===== src/hw/sbf_params.svh =====
`ifndef SBF_PARAMS_SVH
`define SBF_PARAMS_SVH

// Fixed device type identifier carried in select byte bits 7..4 (value is arbitrary).
`define SBF_TYPE_ID 4'h5
// Select byte field positions.
`define SBF_TYPE_HI 7
`define SBF_TYPE_LO 4
`define SBF_CS_HI 3
`define SBF_CS_LO 1
`define SBF_DIR_BIT 0
// Direction bit value that requests a read.
`define SBF_DIR_READ 1'h1
// Bits per byte and the bit count of the acknowledge slot.
`define SBF_BYTE_BITS 4'h8
`define SBF_ACK_SLOT 4'h8
// Address bytes that follow a write select byte.
`define SBF_ADDR_BYTES 2'h2
// Largest number of data bytes taken in one write.
`define SBF_PAGE_BYTES 6'h20

`endif


===== src/hw/sbf_pkg.sv =====
package sbf_pkg;

   // Protocol states of the bus front end.
   typedef enum logic [2:0] {
      SBF_IDLE = 3'b000,
      SBF_SEL = 3'b001,
      SBF_ADDR = 3'b010,
      SBF_WDATA = 3'b011,
      SBF_RDATA = 3'b100,
      SBF_WBUSY = 3'b101
   } sbf_state_e;

   // Conditions found on the synchronised bus lines in one cycle.
   typedef struct packed {
      logic start;
      logic stop;
      logic rise;
      logic fall;
      logic sda;
   } sbf_bus_ev_s;

   // Data byte handed to the memory core.
   typedef struct packed {
      logic valid;
      logic [7:0] data;
   } sbf_byte_s;

endpackage


===== src/hw/sbf_line_sync.sv =====
`timescale 1ns/10ps
`default_nettype none

// Two-stage synchroniser and condition finder for the bus lines.
module sbf_line_sync (
   // Clock and reset.
   input wire logic sys_clk,
   input wire logic reset,
   // Raw bus lines.
   input wire logic scl_in,
   input wire logic sda_in,
   // Conditions found.
   output sbf_pkg::sbf_bus_ev_s ev
);

   logic [1:0] scl_meta_ff;
   logic [1:0] sda_meta_ff;
   logic scl_q_ff;
   logic sda_q_ff;

   // ***********************************
   // Synchronisers
   // ***********************************
   // Idle lines are high, so the chain resets high to avoid a false start.
   always_ff @(posedge sys_clk or posedge reset) begin
      if (reset) begin
         scl_meta_ff <= 2'h3;
         sda_meta_ff <= 2'h3;
         scl_q_ff <= 1'h1;
         sda_q_ff <= 1'h1;
      end else begin
         scl_meta_ff <= {scl_meta_ff[0], scl_in};
         sda_meta_ff <= {sda_meta_ff[0], sda_in};
         scl_q_ff <= scl_meta_ff[1];
         sda_q_ff <= sda_meta_ff[1];
      end
   end

   // ***********************************
   // Edge and condition detection
   // ***********************************
   // Start and stop are data edges while the clock stays high.
   always_comb begin
      ev.start = scl_q_ff && scl_meta_ff[1] && sda_q_ff && !sda_meta_ff[1];
      ev.stop = scl_q_ff && scl_meta_ff[1] && !sda_q_ff && sda_meta_ff[1];
      ev.rise = !scl_q_ff && scl_meta_ff[1];
      ev.fall = scl_q_ff && !scl_meta_ff[1];
      ev.sda = sda_meta_ff[1];
   end

endmodule

`default_nettype wire


===== src/hw/sbf_shifter.sv =====
`include "sbf_params.svh"
`timescale 1ns/10ps
`default_nettype none

// Bit counter and shift register, capturing on bus clock rising edges.
module sbf_shifter (
   // Clock and reset.
   input wire logic sys_clk,
   input wire logic reset,
   // Control.
   input wire logic clear,
   input wire logic rise,
   input wire logic sda,
   input wire logic fall,
   // State.
   output logic [3:0] bit_cnt,
   output logic [7:0] shift
);

   logic rise_seen_ff;

   // ***********************************
   // Counting and capture
   // ***********************************
   // Counts 0..8; the ninth clock is the acknowledge slot, then wraps to 0.
   // Only a fall that closes a clocked bit counts, so the fall ending a start is skipped.
   always_ff @(posedge sys_clk or posedge reset) begin
      if (reset) begin
         bit_cnt <= 4'h0;
         shift <= 8'h00;
         rise_seen_ff <= 1'h0;
      end else if (clear) begin
         bit_cnt <= 4'h0;
         rise_seen_ff <= 1'h0;
      end else begin
         if (rise) begin
            rise_seen_ff <= 1'h1;
         end
         if (rise && bit_cnt < `SBF_BYTE_BITS) begin
            shift <= {shift[6:0], sda};
         end
         if (fall && rise_seen_ff) begin
            bit_cnt <= (bit_cnt == `SBF_ACK_SLOT) ? 4'h0 : bit_cnt + 4'h1;
            rise_seen_ff <= 1'h0;
         end
      end
   end

endmodule

`default_nettype wire


===== src/hw/sbf_front_end.sv =====
// Behaviour
// - Write protect high blocks all array writes.
// - Write protect low or open allows writes.
// - Protected: ack select, address; not data.
// - After reset, idle in standby; ignore bus.
// - Slave only; never drives bus clock.
// - Start is data fall, clock high.
// - Watch for starts except during write cycle.
// - Stop is data rise, clock high; end.
// - Read NoAck then stop returns standby.
// - Stop after write data starts write cycle.
// - Release data after eight bits; ninth acks.
// - Capture data on bus clock rising edge.
// - Select byte: type, chip select, direction.
// - Wrong type field gets no acknowledge.
// - Chip select field must equal pins.
// - Direction bit: one reads, zero writes.
// - Match acks ninth slot; mismatch goes standby.
// - Sequential reads ignore write protect.
// - Page write up to 32 bytes.
// - Data line driven only low.
`include "sbf_params.svh"
`timescale 1ns/10ps
`default_nettype none

module sbf_front_end (
   // Clock and reset.
   input wire logic sys_clk,
   input wire logic reset,
   // Bus lines from the master; the bus clock is input only.
   input wire logic scl_in,
   input wire logic sda_in,
   // Open-drain data line drive.
   output logic sda_out,
   output logic sda_oe,
   // Configuration pins.
   input wire logic write_protect_input,
   input wire logic chip_select_pin_2,
   input wire logic chip_select_pin_1,
   input wire logic chip_select_pin_0,
   // Memory core side.
   input wire logic [7:0] rd_data,
   input wire logic write_done,
   output logic [15:0] addr_out,
   output sbf_pkg::sbf_byte_s wr_byte,
   output logic rd_next,
   output logic write_start,
   output logic busy,
   output logic standby
);

   sbf_pkg::sbf_bus_ev_s ev;
   sbf_pkg::sbf_state_e state_ff;
   sbf_pkg::sbf_state_e nxt_state;
   logic [3:0] bit_cnt;
   logic [7:0] shift;
   logic [2:0] pins_meta_ff;
   logic [2:0] pins_ff;
   logic [1:0] wp_meta_ff;
   logic wp_ff;
   logic [1:0] addr_cnt_ff;
   logic [5:0] data_cnt_ff;
   logic [7:0] tx_ff;
   logic ack_ff;
   logic [7:0] addr_hi_ff;
   logic clear;
   logic byte_end;
   logic sel_match;

   // ***********************************
   // Pin synchronisers and submodules
   // ***********************************
   // Open write protect reads low because the pad pulls it down externally.
   always_ff @(posedge sys_clk or posedge reset) begin
      if (reset) begin
         pins_meta_ff <= 3'h0;
         pins_ff <= 3'h0;
         wp_meta_ff <= 2'h0;
         wp_ff <= 1'h0;
      end else begin
         pins_meta_ff <= {chip_select_pin_2, chip_select_pin_1, chip_select_pin_0};
         pins_ff <= pins_meta_ff;
         wp_meta_ff <= {wp_meta_ff[0], write_protect_input};
         wp_ff <= wp_meta_ff[1];
      end
   end

   sbf_line_sync u_sync (
      .sys_clk(sys_clk),
      .reset(reset),
      .scl_in(scl_in),
      .sda_in(sda_in),
      .ev(ev)
   );

   // A start restarts byte framing; ignored while the write cycle runs.
   assign clear = (ev.start && state_ff != sbf_pkg::SBF_WBUSY) || ev.stop;

   sbf_shifter u_shift (
      .sys_clk(sys_clk),
      .reset(reset),
      .clear(clear),
      .rise(ev.rise),
      .sda(ev.sda),
      .fall(ev.fall),
      .bit_cnt(bit_cnt),
      .shift(shift)
   );

   // The eighth bit has been taken when the clock falls after it.
   assign byte_end = ev.fall && bit_cnt == `SBF_BYTE_BITS - 4'h1;
   assign sel_match = shift[`SBF_TYPE_HI:`SBF_TYPE_LO] == `SBF_TYPE_ID
      && shift[`SBF_CS_HI:`SBF_CS_LO] == pins_ff;

   // ***********************************
   // Protocol state machine
   // ***********************************
   always_comb begin
      nxt_state = state_ff;
      unique case (state_ff)
         sbf_pkg::SBF_IDLE: begin
            if (ev.start) begin
               nxt_state = sbf_pkg::SBF_SEL;
            end
         end
         sbf_pkg::SBF_SEL: begin
            if (byte_end) begin
               if (!sel_match) begin
                  nxt_state = sbf_pkg::SBF_IDLE;
               end else if (shift[`SBF_DIR_BIT] == `SBF_DIR_READ) begin
                  nxt_state = sbf_pkg::SBF_RDATA;
               end else begin
                  nxt_state = sbf_pkg::SBF_ADDR;
               end
            end
         end
         sbf_pkg::SBF_ADDR: begin
            if (byte_end && addr_cnt_ff == `SBF_ADDR_BYTES - 2'h1) begin
               nxt_state = sbf_pkg::SBF_WDATA;
            end
         end
         sbf_pkg::SBF_WDATA: begin
         end
         sbf_pkg::SBF_RDATA: begin
            // A master NoAck in the ninth slot ends the read.
            if (ev.rise && bit_cnt == `SBF_ACK_SLOT && ev.sda) begin
               nxt_state = sbf_pkg::SBF_IDLE;
            end
         end
         sbf_pkg::SBF_WBUSY: begin
            if (write_done) begin
               nxt_state = sbf_pkg::SBF_IDLE;
            end
         end
         default: begin
            nxt_state = sbf_pkg::SBF_IDLE;
         end
      endcase
      if (state_ff != sbf_pkg::SBF_WBUSY) begin
         if (ev.stop) begin
            // Stop after accepted data launches the write; else standby.
            nxt_state = (state_ff == sbf_pkg::SBF_WDATA && data_cnt_ff != 6'h00
               && bit_cnt == 4'h0) ? sbf_pkg::SBF_WBUSY : sbf_pkg::SBF_IDLE;
         end else if (ev.start) begin
            nxt_state = sbf_pkg::SBF_SEL;
         end
      end
   end

   // Reset lands in standby with every counter cleared.
   always_ff @(posedge sys_clk or posedge reset) begin
      if (reset) begin
         state_ff <= sbf_pkg::SBF_IDLE;
      end else begin
         state_ff <= nxt_state;
      end
   end

   // ***********************************
   // Address and data counters
   // ***********************************
   // Address bytes arrive high byte first; data count holds the page limit.
   always_ff @(posedge sys_clk or posedge reset) begin
      if (reset) begin
         addr_cnt_ff <= 2'h0;
         data_cnt_ff <= 6'h00;
         addr_hi_ff <= 8'h00;
         addr_out <= 16'h0000;
      end else if (clear) begin
         addr_cnt_ff <= 2'h0;
         data_cnt_ff <= 6'h00;
      end else if (byte_end) begin
         if (state_ff == sbf_pkg::SBF_ADDR) begin
            addr_cnt_ff <= addr_cnt_ff + 2'h1;
            if (addr_cnt_ff == 2'h0) begin
               addr_hi_ff <= shift;
            end else begin
               addr_out <= {addr_hi_ff, shift};
            end
         end else if (state_ff == sbf_pkg::SBF_WDATA && !wp_ff
            && data_cnt_ff != `SBF_PAGE_BYTES) begin
            data_cnt_ff <= data_cnt_ff + 6'h01;
         end
      end
   end

   // ***********************************
   // Memory core strobes
   // ***********************************
   // Data bytes reach the core only when writes are allowed.
   always_ff @(posedge sys_clk or posedge reset) begin
      if (reset) begin
         wr_byte <= '0;
         rd_next <= 1'h0;
         write_start <= 1'h0;
      end else begin
         wr_byte.valid <= byte_end && state_ff == sbf_pkg::SBF_WDATA && !wp_ff
            && data_cnt_ff != `SBF_PAGE_BYTES;
         wr_byte.data <= shift;
         // Own ack of the select byte is not a master ack, hence the ack_ff term.
         rd_next <= ev.rise && state_ff == sbf_pkg::SBF_RDATA
            && bit_cnt == `SBF_ACK_SLOT && !ev.sda && !ack_ff;
         write_start <= state_ff != sbf_pkg::SBF_WBUSY
            && nxt_state == sbf_pkg::SBF_WBUSY;
      end
   end

   // Status outputs are registered from the next state, so they change in the same cycle as the state register.
   always_ff @(posedge sys_clk or posedge reset) begin
      if (reset) begin
         busy <= 1'h0;
         standby <= 1'h1;
      end else begin
         busy <= nxt_state == sbf_pkg::SBF_WBUSY;
         standby <= nxt_state == sbf_pkg::SBF_IDLE;
      end
   end

   // ***********************************
   // Acknowledge and read data drive
   // ***********************************
   // Decide the ack at the end of each received byte; protected data is refused.
   always_ff @(posedge sys_clk or posedge reset) begin
      if (reset) begin
         ack_ff <= 1'h0;
      end else if (clear) begin
         ack_ff <= 1'h0;
      end else if (byte_end) begin
         unique case (state_ff)
            sbf_pkg::SBF_SEL: ack_ff <= sel_match;
            sbf_pkg::SBF_ADDR: ack_ff <= 1'h1;
            sbf_pkg::SBF_WDATA: ack_ff <= !wp_ff && data_cnt_ff != `SBF_PAGE_BYTES;
            default: ack_ff <= 1'h0;
         endcase
      end else if (ev.fall && bit_cnt == `SBF_ACK_SLOT) begin
         ack_ff <= 1'h0;
      end
   end

   // Read byte is loaded at the end of the acknowledge slot, shifted out MSB first.
   always_ff @(posedge sys_clk or posedge reset) begin
      if (reset) begin
         tx_ff <= 8'hFF;
      end else if (state_ff != sbf_pkg::SBF_RDATA) begin
         tx_ff <= rd_data;
      end else if (ev.fall && bit_cnt == `SBF_ACK_SLOT) begin
         tx_ff <= rd_data;
      end else if (ev.fall && bit_cnt < `SBF_BYTE_BITS - 4'h1) begin
         tx_ff <= {tx_ff[6:0], 1'h1};
      end
   end

   // The pin only ever pulls low; the bus clock is never driven at all.
   always_ff @(posedge sys_clk or posedge reset) begin
      if (reset) begin
         sda_out <= 1'h0;
         sda_oe <= 1'h0;
      end else begin
         sda_out <= 1'h0;
         if (state_ff == sbf_pkg::SBF_RDATA && nxt_state == sbf_pkg::SBF_RDATA
            && bit_cnt < `SBF_BYTE_BITS) begin
            sda_oe <= !tx_ff[7];
         end else begin
            sda_oe <= ack_ff && nxt_state != sbf_pkg::SBF_IDLE;
         end
      end
   end

endmodule

`default_nettype wire


===== config.mk =====
export PLATFORM = sky130hd
export DESIGN_NAME = sbf_front_end
export DESIGN_NICKNAME = d
export VERILOG_FILES = /design/src/hw/sbf_pkg.sv /design/src/hw/sbf_line_sync.sv /design/src/hw/sbf_shifter.sv /design/src/hw/sbf_front_end.sv
export VERILOG_INCLUDE_DIRS = /design/src /design/src/hw
export SDC_FILE = /design/constraint.sdc
export NUM_CORES = 1
export LEC_CHECK = 0
export BUFFER_PORTS_ARGS = -buffer_cell sky130_fd_sc_hd__buf_2
export CAP_MARGIN = 0
export CELL_PAD_IN_SITES_DETAIL_PLACEMENT = 0
export CELL_PAD_IN_SITES_GLOBAL_PLACEMENT = 1
export CORE_UTILIZATION = 40
export CTS_BUF_LIST = sky130_fd_sc_hd__clkbuf_16
export DETAILED_ROUTE_END_ITERATION = 8
export GPL_TIMING_DRIVEN = 0
export PLACE_DENSITY_LB_ADDON = 0.1
export SYNTH_ARGS = -nofsm -noshare
export SYNTH_HDL_FRONTEND = slang
export SYNTH_SLANG_ARGS = --single-unit

===== constraint.sdc =====
create_clock -name sys_clk -period 2.4 [get_ports sys_clk]
set_input_delay 0.24 -clock sys_clk [delete_from_list [all_inputs] [get_ports sys_clk]]
set_output_delay 0.24 -clock sys_clk [all_outputs]
set_load 0.1 [all_outputs]

==> impl_metrics.ini, run 1 <==
[outcome]
outcome = finished, violations left
failed_checks = negative hold slack

[die]
ios = 48
die_area_mm2 = 0.00941
start_util_pct = 41.4
row_count = 34
core_area_mm2 = 0.00872
die_h_um = 97.0
die_w_um = 97.0

[critical_path]
worstSetupEndpointType = register
cp_num_buf_inv = 2
critPathTopFamily = simple AND/OR/NAND/NOR gates
rrSetupSlack_ns = 0.12
cp.arrival_ns = 2.49
worstPathRequired_ns = 2.61
critPathLaunchType = register
max_stage_delay_ns = 0.58
reg2reg_depth = 6
r2r-end = addr_out[1]$_DFFE_PP0P_
worstReg2RegStart = u_sync.scl_q_ff$_DFF_PP1_
crit_slowest_cell = dfstp_2
crit_chain = or3b_4 -> nor4_4 -> and2b_1 -> buf_6 -> buf_12 -> mux2_4
cp_max_fo = 10
path_class = register to register

[clock_tree]
clk_pin_slew_ns = 0.06
clkSinkCount = 86
clk_latency_ns = 0.33
clk_path_buf_depth = 2
cts_tree = built
cts_setup_buffers = 0
cts_buffers = 9
ctsRootBufferMaster = clkbuf_16
htree_levels = 3

[synthesis]
syn_area_per_cell_um2 = 12.7
seq_area_frac_synth_pct = 60.1
synth_top_area_cell = dfrtp_1
async_flop_share_pct = 100
syn_inst = 284
synth_cell_types = 50
ys_seq_elements = 86
yosys_warnings = 0
synth_top_area_share_pct = 49.2
ys.flop_type = dfrtp_1
synthTopCellsByArea = dfrtp_1, dfstp_2, mux2_2, mux2_4, mux2i_1
synth_nets = 307
yosys.cell_count.top_type = dfrtp_1
synth.top_cells.by_count = dfrtp_1, mux2_2, nand2_1
synth_area_mm2 = 0.00361
synth_edf_count = 0

[power_and_ir_drop]
ir_worst_vdd_mv = 0.375
leakage_uw = 0.00213
power.density_mw_per_mm2 = 931

[route]
vias = 2278
dr.pass1.iters = 4
vias_per_cell = 4.97
ant_nets = 0
drt-initial-drc-count = 60
wl_per_cell_um = 14.8
drt-total-wl_um = 6770
drc = 0

[final_layout]
multi_input_area_mm2 = 0.00135
diodes = 0
finalNetCount = 368
register_area_mm2 = 0.00217
drive_above_1_share_pct = 35.1
area_growth_syn_to_layout_pct = 21.4
num-fill-cells = 768

[sta]
max_freq_mhz = 439
finalHoldViolCount = 19
worst_pin_slew_ns = 0.770
finalSetupViolCount = 0
finalMaxSlewViolations = 0
slew_headroom_pct = 48.2
setup_tns_ns = 0
whs_ns = -0.0124
skew_ns = 0.00656
rsz0062_at_grt = false
fin_crit_ns = 2.28
period_share_pct = 94.9

[global_routing]
overflow = 0
grt.total_usage_pct = 16.0
first_global_vias = 2291
grt_first_pass_wirelength_um = 11700
grt_max_degree = 39
antenna_found_initial = 0

[placement]
dp_hpwl_um = 4610
portBuffers = 46
place_congestion = 0.747

[min_path]
hold_class = primary input to async pin

[run]
drv_cap = 0
## worst max-delay path by stage
stage                                         startpoint                       to  slack, ns  cells past startpoint
after global routing      u_shift.bit_cnt[0]$_DFFE_PP0N_  addr_out[1]$_DFFE_PP0P_      0.005                      7
after detailed placement       u_sync.scl_q_ff$_DFF_PP1_  addr_out[7]$_DFFE_PP0P_       0.05                      6
after CTS                      u_sync.scl_q_ff$_DFF_PP1_  addr_out[1]$_DFFE_PP0P_       0.03                      6
final                          u_sync.scl_q_ff$_DFF_PP1_  addr_out[1]$_DFFE_PP0P_       0.12                      6
after floorplan                u_sync.scl_q_ff$_DFF_PP1_  addr_out[0]$_DFFE_PP0P_       0.25                      6
after global placement         u_sync.scl_q_ff$_DFF_PP1_  addr_out[2]$_DFFE_PP0P_       0.05                      6
## state kept, by name (all words and copies together) (netlist names), 2 cells and up
signal,flops
addr_cnt_ff,2
addr_hi_ff,8
addr_out,16
data_cnt_ff,6
pins_ff,3
pins_meta_ff,3
state_ff,3
tx_ff,8
u_shift.bit_cnt,4
u_shift.shift,8
u_sync.scl_meta_ff,2
u_sync.sda_meta_ff,2
wp_meta_ff,2
wr_byte,9
## power by group
part / total (µW) / switching, µW / internal [µW]
combinational: 836 / 653 / 183
sequential: 1750 / 136 / 1620
clock: 1490 / 570 / 915
total: 4080 / 1360 / 2720
## per-stage QoR
stage	setup slack, ns	instance area (µm²)	instances	total power, µW	util (%)
global placement	0.0521	3980	438	2600	45.6
CTS	0.0347	4360	457	4120	50.0
floorplan	0.250	3610	284	2440	-
detailed placement	0.0455	4030	440	2620	46.2
finish	0.123	4380	458	4080	50.2
global route	0.00504	4380	458	4260	50.2
## layout by cell type, fill, tap and decap left out, drive strengths merged, types with 2 or more instances in the layout
cell | Yosys | layout
a21o | 2 | 2
a21oi | 10 | 10
and2 | 2 | 2
and2b | 2 | 2
and3b | 2 | 2
and4 | 2 | 2
buf | 4 | 52
bufinv | 0 | 2
clkbuf | 7 | 16
clkinv | 0 | 2
clkinvlp | 0 | 2
dfrtp | 71 | 71
dfstp | 15 | 15
dlygate4sd3 | 0 | 2
ha | 6 | 6
inv | 9 | 10
mux2 | 32 | 32
mux2i | 10 | 10
nand2 | 22 | 22
nand2b | 4 | 4
nand3 | 4 | 4
nand4 | 2 | 2
nor2 | 19 | 19
nor2b | 4 | 4
nor3 | 10 | 10
nor4 | 4 | 4
o21ai | 12 | 12
or4b | 2 | 2
xnor2 | 3 | 3
xor2 | 7 | 7
## what timing repair did
item | 4_1_cts | 5_1_grt
hold buffers | 1 | 1
hold endpoints to repair | 1 | 1
setup endpoints to repair | 0 | 22
resized for setup | 0 | 2
## per-layer routing
metal  vias up  wire length [µm]  GRT usage [%]
met5         -                 0              0
met4         0                98           6.20
met3         8               177           3.18
met2        41              3090           23.2
met1      1121              3410           23.4
li1       1108                 -              -
## final cells by class
| type | instances | area share [%] |
|---|---|---|
| Clock buffer | 9 | 5.14 |
| Clock inverter | 7 | 2.23 |
| Timing Repair Buffer | 50 | 6.80 |
| Tap cell | 108 | 3.08 |
| Buffer | 11 | 1.60 |
| Sequential cell | 86 | 49.6 |
| Inverter | 9 | 0.857 |
| Multi-Input combinational cell | 178 | 30.7 |
## worst register-to-register path, delay by kind of cell, from the launching register on
kind | cells | cell delay [ns]
simple gates | 3 | 0.96
flops | 1 | 0.58
mux | 1 | 0.32
buf+inv | 2 | 0.31
## kinds of logic after synthesis
group                      synth area share (%)
AOI/OAI and AO/OA                          5.06
buffers and inverters                      2.88
muxes                                      13.8
and+or+nand+nor                            13.5
xor gates and xnor gates                   2.43
other                                     0.104
adders and majority gates                  2.08
DFF                                        60.1
No activity file was read; power rests on OpenSTA's default activity.
==> inputs of run 2 (changes only) <==
CORE_MARGIN = 2   (was unset)
SLEW_MARGIN = 20   (was unset)
clock period = 2.05 ns   (was 2.4 ns; I/O delays follow)
==> impl_metrics.ini, run 2 (synthesis gave the netlist of run 1 again) <==
[route]
drt-total-wl_um = 7230
drt-initial-drc-count = 52
vias = 2348
dr.pass1.iters = 4
drc = 0
ant_nets = 0
vias_per_cell = 4.94
wl_per_cell_um = 15.2

[placement]
portBuffers = 46
place_congestion = 0.725
place_inst = 441
dp_hpwl_um = 4780

[final_layout]
num-fill-cells = 748
largest_reg_flops = 16
final_cell_mix = dfrtp_1, buf_2, nand2_1
fin_cells = 475
final_common_cell = dfrtp_1
area_growth_syn_to_layout_pct = 28.8
final_util_pct = 53.3
largestRegisters = addr_out (16), wr_byte (9)
regMostFlops = addr_out
diodes = 0
drive_above_1_share_pct = 40.3
finalNetCount = 385

[power_and_ir_drop]
switching_share_pct = 35.4
leakage_uw = 0.00223
seq_power_share_pct = 44.7
pwr-share-clk_pct = 32.3
power.density_mw_per_mm2 = 987
p_comb_share_pct = 22.9
switching_power_uw = 1620
intPower_uw = 2970
ir_worst_vdd_mv = 0.431

[die]
die_w_um = 99.0
core_area_mm2 = 0.00872
row_count = 34
die_area_mm2 = 0.00980
start_util_pct = 41.4
ios = 48
die_h_um = 99.0

[sta]
whs_ns = 0.0797
finalSetupViolCount = 13
fin_crit_ns = 2.13
skew_ns = 0.00829
setup_tns_ns = -0.667
finalHoldViolCount = 0
period_share_pct = 104
finalMaxSlewViolations = 0
fin_ws_ns = -0.0781
rsz0062_at_grt = true
max_freq_mhz = 470

[min_path]
hold_class = primary input to register

[outcome]
outcome = finished, violations left
failed_checks = negative setup slack

[clock_tree]
clk_pin_slew_ns = 0.07
clkSinkCount = 86
cts_tree = built
htree_levels = 3
cts_buffers = 9
clk_latency_ns = 0.33
ctsRootBufferMaster = clkbuf_16
clk_path_buf_depth = 2

[critical_path]
setup.worst_path.end = addr_out[1]$_DFFE_PP0P_
cp.arrival_ns = 2.35
cp_max_fo = 7
worstReg2RegStart = u_sync.scl_q_ff$_DFF_PP1_
critPathLaunchType = register
r2r-end = addr_out[1]$_DFFE_PP0P_
rrSetupSlack_ns = -0.08
worstSetupEndpointType = register
worstPathRequired_ns = 2.27
worstSetupStartpoint = u_sync.scl_q_ff$_DFF_PP1_
reg2reg_depth = 6
path_class = register to register

[global_routing]
first_global_vias = 2399
antenna_found_initial = 0
grt.total_usage_pct = 15.8
grt_max_degree = 33
overflow = 0
grt_first_pass_wirelength_um = 12100

[run]
drv_cap = 0
-- run 2: worst min path at each step --
stage | endpoint | start | cells past startpoint
finish | tx_ff[2]$_DFFE_PP1P_ | rd_data[2] | 3
global route | tx_ff[2]$_DFFE_PP1P_ | rd_data[2] | 3
global placement | u_sync.sda_meta_ff[0]$_DFF_PP1_ | sda_in | 1
detailed placement | addr_out[3]$_DFFE_PP0P_ | reset | 2
CTS | tx_ff[2]$_DFFE_PP1P_ | rd_data[2] | 3
floorplan | u_sync.scl_meta_ff[0]$_DFF_PP1_ | scl_in | 0
-- run 2: final cells by class --
type	instances	area [µm²]	share of cell area, %
plain buffers	10	76.3	1.64
clock buffers	9	225	4.84
clock inverters	7	46.3	0.996
inverters	9	40.0	0.861
multi-input cells	178	1440	31.0
flip-flops and latches	86	2170	46.7
well taps	108	135	2.91
repair buffers	68	515	11.1
-- run 2: metrics by stage --
stage                     setup WS (ns)  power (µW)  cell area [µm²]
after global placement           -0.297        3050             3980
after global routing             -0.119        4820             4650
after detailed placement         -0.256        3070             4050
after CTS                        -0.103        4610             4450
after floorplan                 -0.0239        2850             3610
final                           -0.0781        4590             4650
-- run 2: critical path: stages, from the launching register on --
cell       delay (ns)
dfstp_2          0.54
or3b_4           0.41
nor4_4           0.26
and2b_1          0.17
buf_6            0.16
clkbuf_16        0.17
mux2_4           0.30
-- run 2: metal layers --
| layer | vias to the layer above | track usage (%) | share of wire, % |
|---|---|---|---|
| li1 | 1136 | - | - |
| met1 | 1164 | 22.1 | 50 |
| met2 | 46 | 23.4 | 47 |
| met3 | 2 | 4.68 | 3.0 |
| met4 | 0 | 5.48 | 0.53 |
| met5 | - | 0 | 0 |
-- run 2: power groups by stage --
stage                     sequential (µW)  clock, µW  combinational (µW)
after floorplan                      2580          0                 275
after CTS                            2060       1540                1010
after global routing                 2080       1620                1110
after global placement               2080          0                 965
final                                2050       1490                1050
after detailed placement             2090          0                 984
-- run 2: repair_timing --
| item | CTS | global route |
|---|---|---|
| hold endpoints to repair | 13 | 0 |
| hold buffers | 7 | 0 |
| setup endpoints to repair | 31 | 45 |
| gates resized for setup | 9 | 24 |
| pin swaps | 3 | 6 |
| gates cloned | 0 | 1 |
| buffers inserted | 4 | 7 |
==> inputs of run 3 (changes only) <==
ABC_AREA = 1   (was unset)
clock period = 2.69 ns   (was 2.05 ns; I/O delays follow)
==> impl_metrics.ini, run 3 <==
[global_routing]
grt.total_usage_pct = 15.7
grt_max_degree = 49
grt_first_pass_wirelength_um = 12200
antenna_found_initial = 0
overflow = 0
first_global_vias = 2530

[synthesis]
ys_seq_elements = 86
yosys_warnings = 0
synth_edf_count = 0
synth_nets = 386
synth_cell_types = 38
seq_area_frac_synth_pct = 59.6
syn_area_per_cell_um2 = 10.0
synthTopCellsByArea = dfrtp_1, dfstp_2, nand2_1, o21ai_0, inv_1
synth_area_mm2 = 0.00364
ys.flop_type = dfrtp_1
synth_top_area_share_pct = 48.8
yosys.cell_count.top_type = nand2_1
synth.top_cells.by_count = nand2_1, dfrtp_1, inv_1
synth_top_area_cell = dfrtp_1
syn_inst = 363
async_flop_share_pct = 100

[critical_path]
worstPathRequired_ns = 2.90
cp.arrival_ns = 2.01
path_class = register to register
worstSetupEndpointType = register
cp_max_fo = 4
critPathLaunchType = register
reg2reg_depth = 11

[route]
ant_nets = 0
dr.pass1.iters = 4
drt-initial-drc-count = 87
wl_per_cell_um = 13.2
vias_per_cell = 4.79
drt-total-wl_um = 7020
vias = 2558
drc = 0

[die]
start_util_pct = 41.6
core_area_mm2 = 0.00876
die_area_mm2 = 0.00989
die_w_um = 99.4
ios = 48
die_h_um = 99.4
row_count = 34

[sta]
slew_headroom_pct = 60.3
fin_crit_ns = 1.80
finalMaxSlewViolations = 0
rsz0062_at_grt = false
max_freq_mhz = 554
finalHoldViolCount = 0
finalSetupViolCount = 0
period_share_pct = 67.0
skew_ns = 0.00759
worst_pin_slew_ns = 0.595

[final_layout]
largest_reg_flops = 16
drive_above_1_share_pct = 27.0
final_cell_mix = nand2_1, dfrtp_1, buf_2
final_common_cell = nand2_1
num-fill-cells = 827
regMostFlops = addr_out
fin_area_mm2 = 0.00431
area_growth_syn_to_layout_pct = 18.2
diodes = 0
final_util_pct = 49.1
largestRegisters = addr_out (16), wr_byte (9)
finalNetCount = 444

[clock_tree]
cts_resized = 0
postCtsHoldBufs = 0
clk_latency_ns = 0.33
clk_path_buf_depth = 2
cts_setup_buffers = 0
ctsRootBufferMaster = clkbuf_16
cts_tree = built
htree_levels = 3
cts_buffers = 9
clkSinkCount = 86
clk_pin_slew_ns = 0.07

[run]
drv_cap = 0

[outcome]
outcome = completed

[min_path]
hold_class = primary input to async pin

[placement]
place_congestion = 0.812
post_dp_cell_area_mm2 = 0.00403
dp_hpwl_um = 5020
portBuffers = 46

[power_and_ir_drop]
leakage_uw = 0.00221
ir_worst_vdd_mv = 0.290
power.density_mw_per_mm2 = 709
## run 3: cell count changes after synthesis, moves of 5 or more
cell      change
clkbuf_1      -5
inv_1        +29
inv_2         +5
mux2_2       -18
mux2_4        -6
mux2i_1      -10
nand2_1      +55
nand3_1      +22
nor2_1        +6
o21ai_0      +19
o21ai_1       +5
## run 3: path summary, 6_finish.rpt
| check | start | end | slack [ns] |
|---|---|---|---|
| worst max register to register | u_shift.bit_cnt[0]$_DFFE_PP0N_ | sda_oe$_DFF_PP0_ | 0.89 |
| max in group asynchronous | reset | tx_ff[2]$_DFFE_PP1P_ | 1.99 |
| worst min-delay path | reset | pins_meta_ff[0]$_DFF_PP0_ | 0.02 |
| worst min register to register | pins_meta_ff[0]$_DFF_PP0_ | pins_ff[0]$_DFF_PP0_ | 0.35 |
| worst max-delay path | u_shift.bit_cnt[0]$_DFFE_PP0N_ | sda_oe$_DFF_PP0_ | 0.89 |
| min in group sys_clk | scl_in | u_sync.scl_meta_ff[0]$_DFF_PP1_ | 0.04 |
## run 3: report_power, final
part | internal, µW | total (µW) | switching [µW]
sequential | 1400 | 1460 | 67.0
combinational | 91.8 | 459 | 367
clock | 627 | 1130 | 505
total | 2120 | 3050 | 939
## run 3: critical path: stages (launching register included)
cell and delay, ns:
dfrtp_1 0.40, inv_1 0.09, ha_1 0.18, nand2_1 0.06, nor2_1 0.13, nand3_1 0.10
a21boi_0 0.16, nand2_1 0.07, nand2_1 0.10, nand2_2 0.09, nor2_1 0.20, o21ai_1 0.10
## run 3: per-stage QoR
stage / power, µW / hold slack [ns] / std cells / TNS (ns) / worst slack [ns]
floorplan: 1840 / 0.273 / 363 / 0 / 0.224
global placement: 1940 / 0.334 / 517 / -62.45 / -0.882
detailed placement: 1950 / 0.339 / 518 / 0 / 0.895
CTS: 3110 / 0.0228 / 534 / 0 / 0.853
global route: 3200 / 0.0209 / 534 / 0 / 0.693
finish: 3050 / 0.0175 / 534 / 0 / 0.886
## run 3: final cells by class
class                      instances  area (µm²)  share of cell area [%]
buffer                             5        31.3                   0.726
tap                              108         135                    3.14
clock inverter                     7        50.0                    1.16
timing repair buffer              47         250                    5.81
multi-input combinational        227        1260                    29.4
clock buffer                       9         225                    5.23
inverter                          45         179                    4.15
sequential                        86        2170                    50.4
## run 3: metal layers
metal,GRT usage [%],wire length [µm]
met4,6.32,123
met1,21.2,3370
met5,0,0
met2,24.3,3260
met3,4.01,272
## run 3: cells by family after synthesis
| kind of cell | Yosys count | synth area share, % |
|---|---|---|
| xor+xnor | 5 | 1.20 |
| compound gates | 52 | 7.93 |
| flops | 86 | 59.6 |
| mux | 8 | 2.88 |
| other cells | 1 | 0.103 |
| fa+ha+maj | 6 | 2.06 |
| buf+inv | 50 | 5.70 |
| simple gates | 155 | 20.5 |
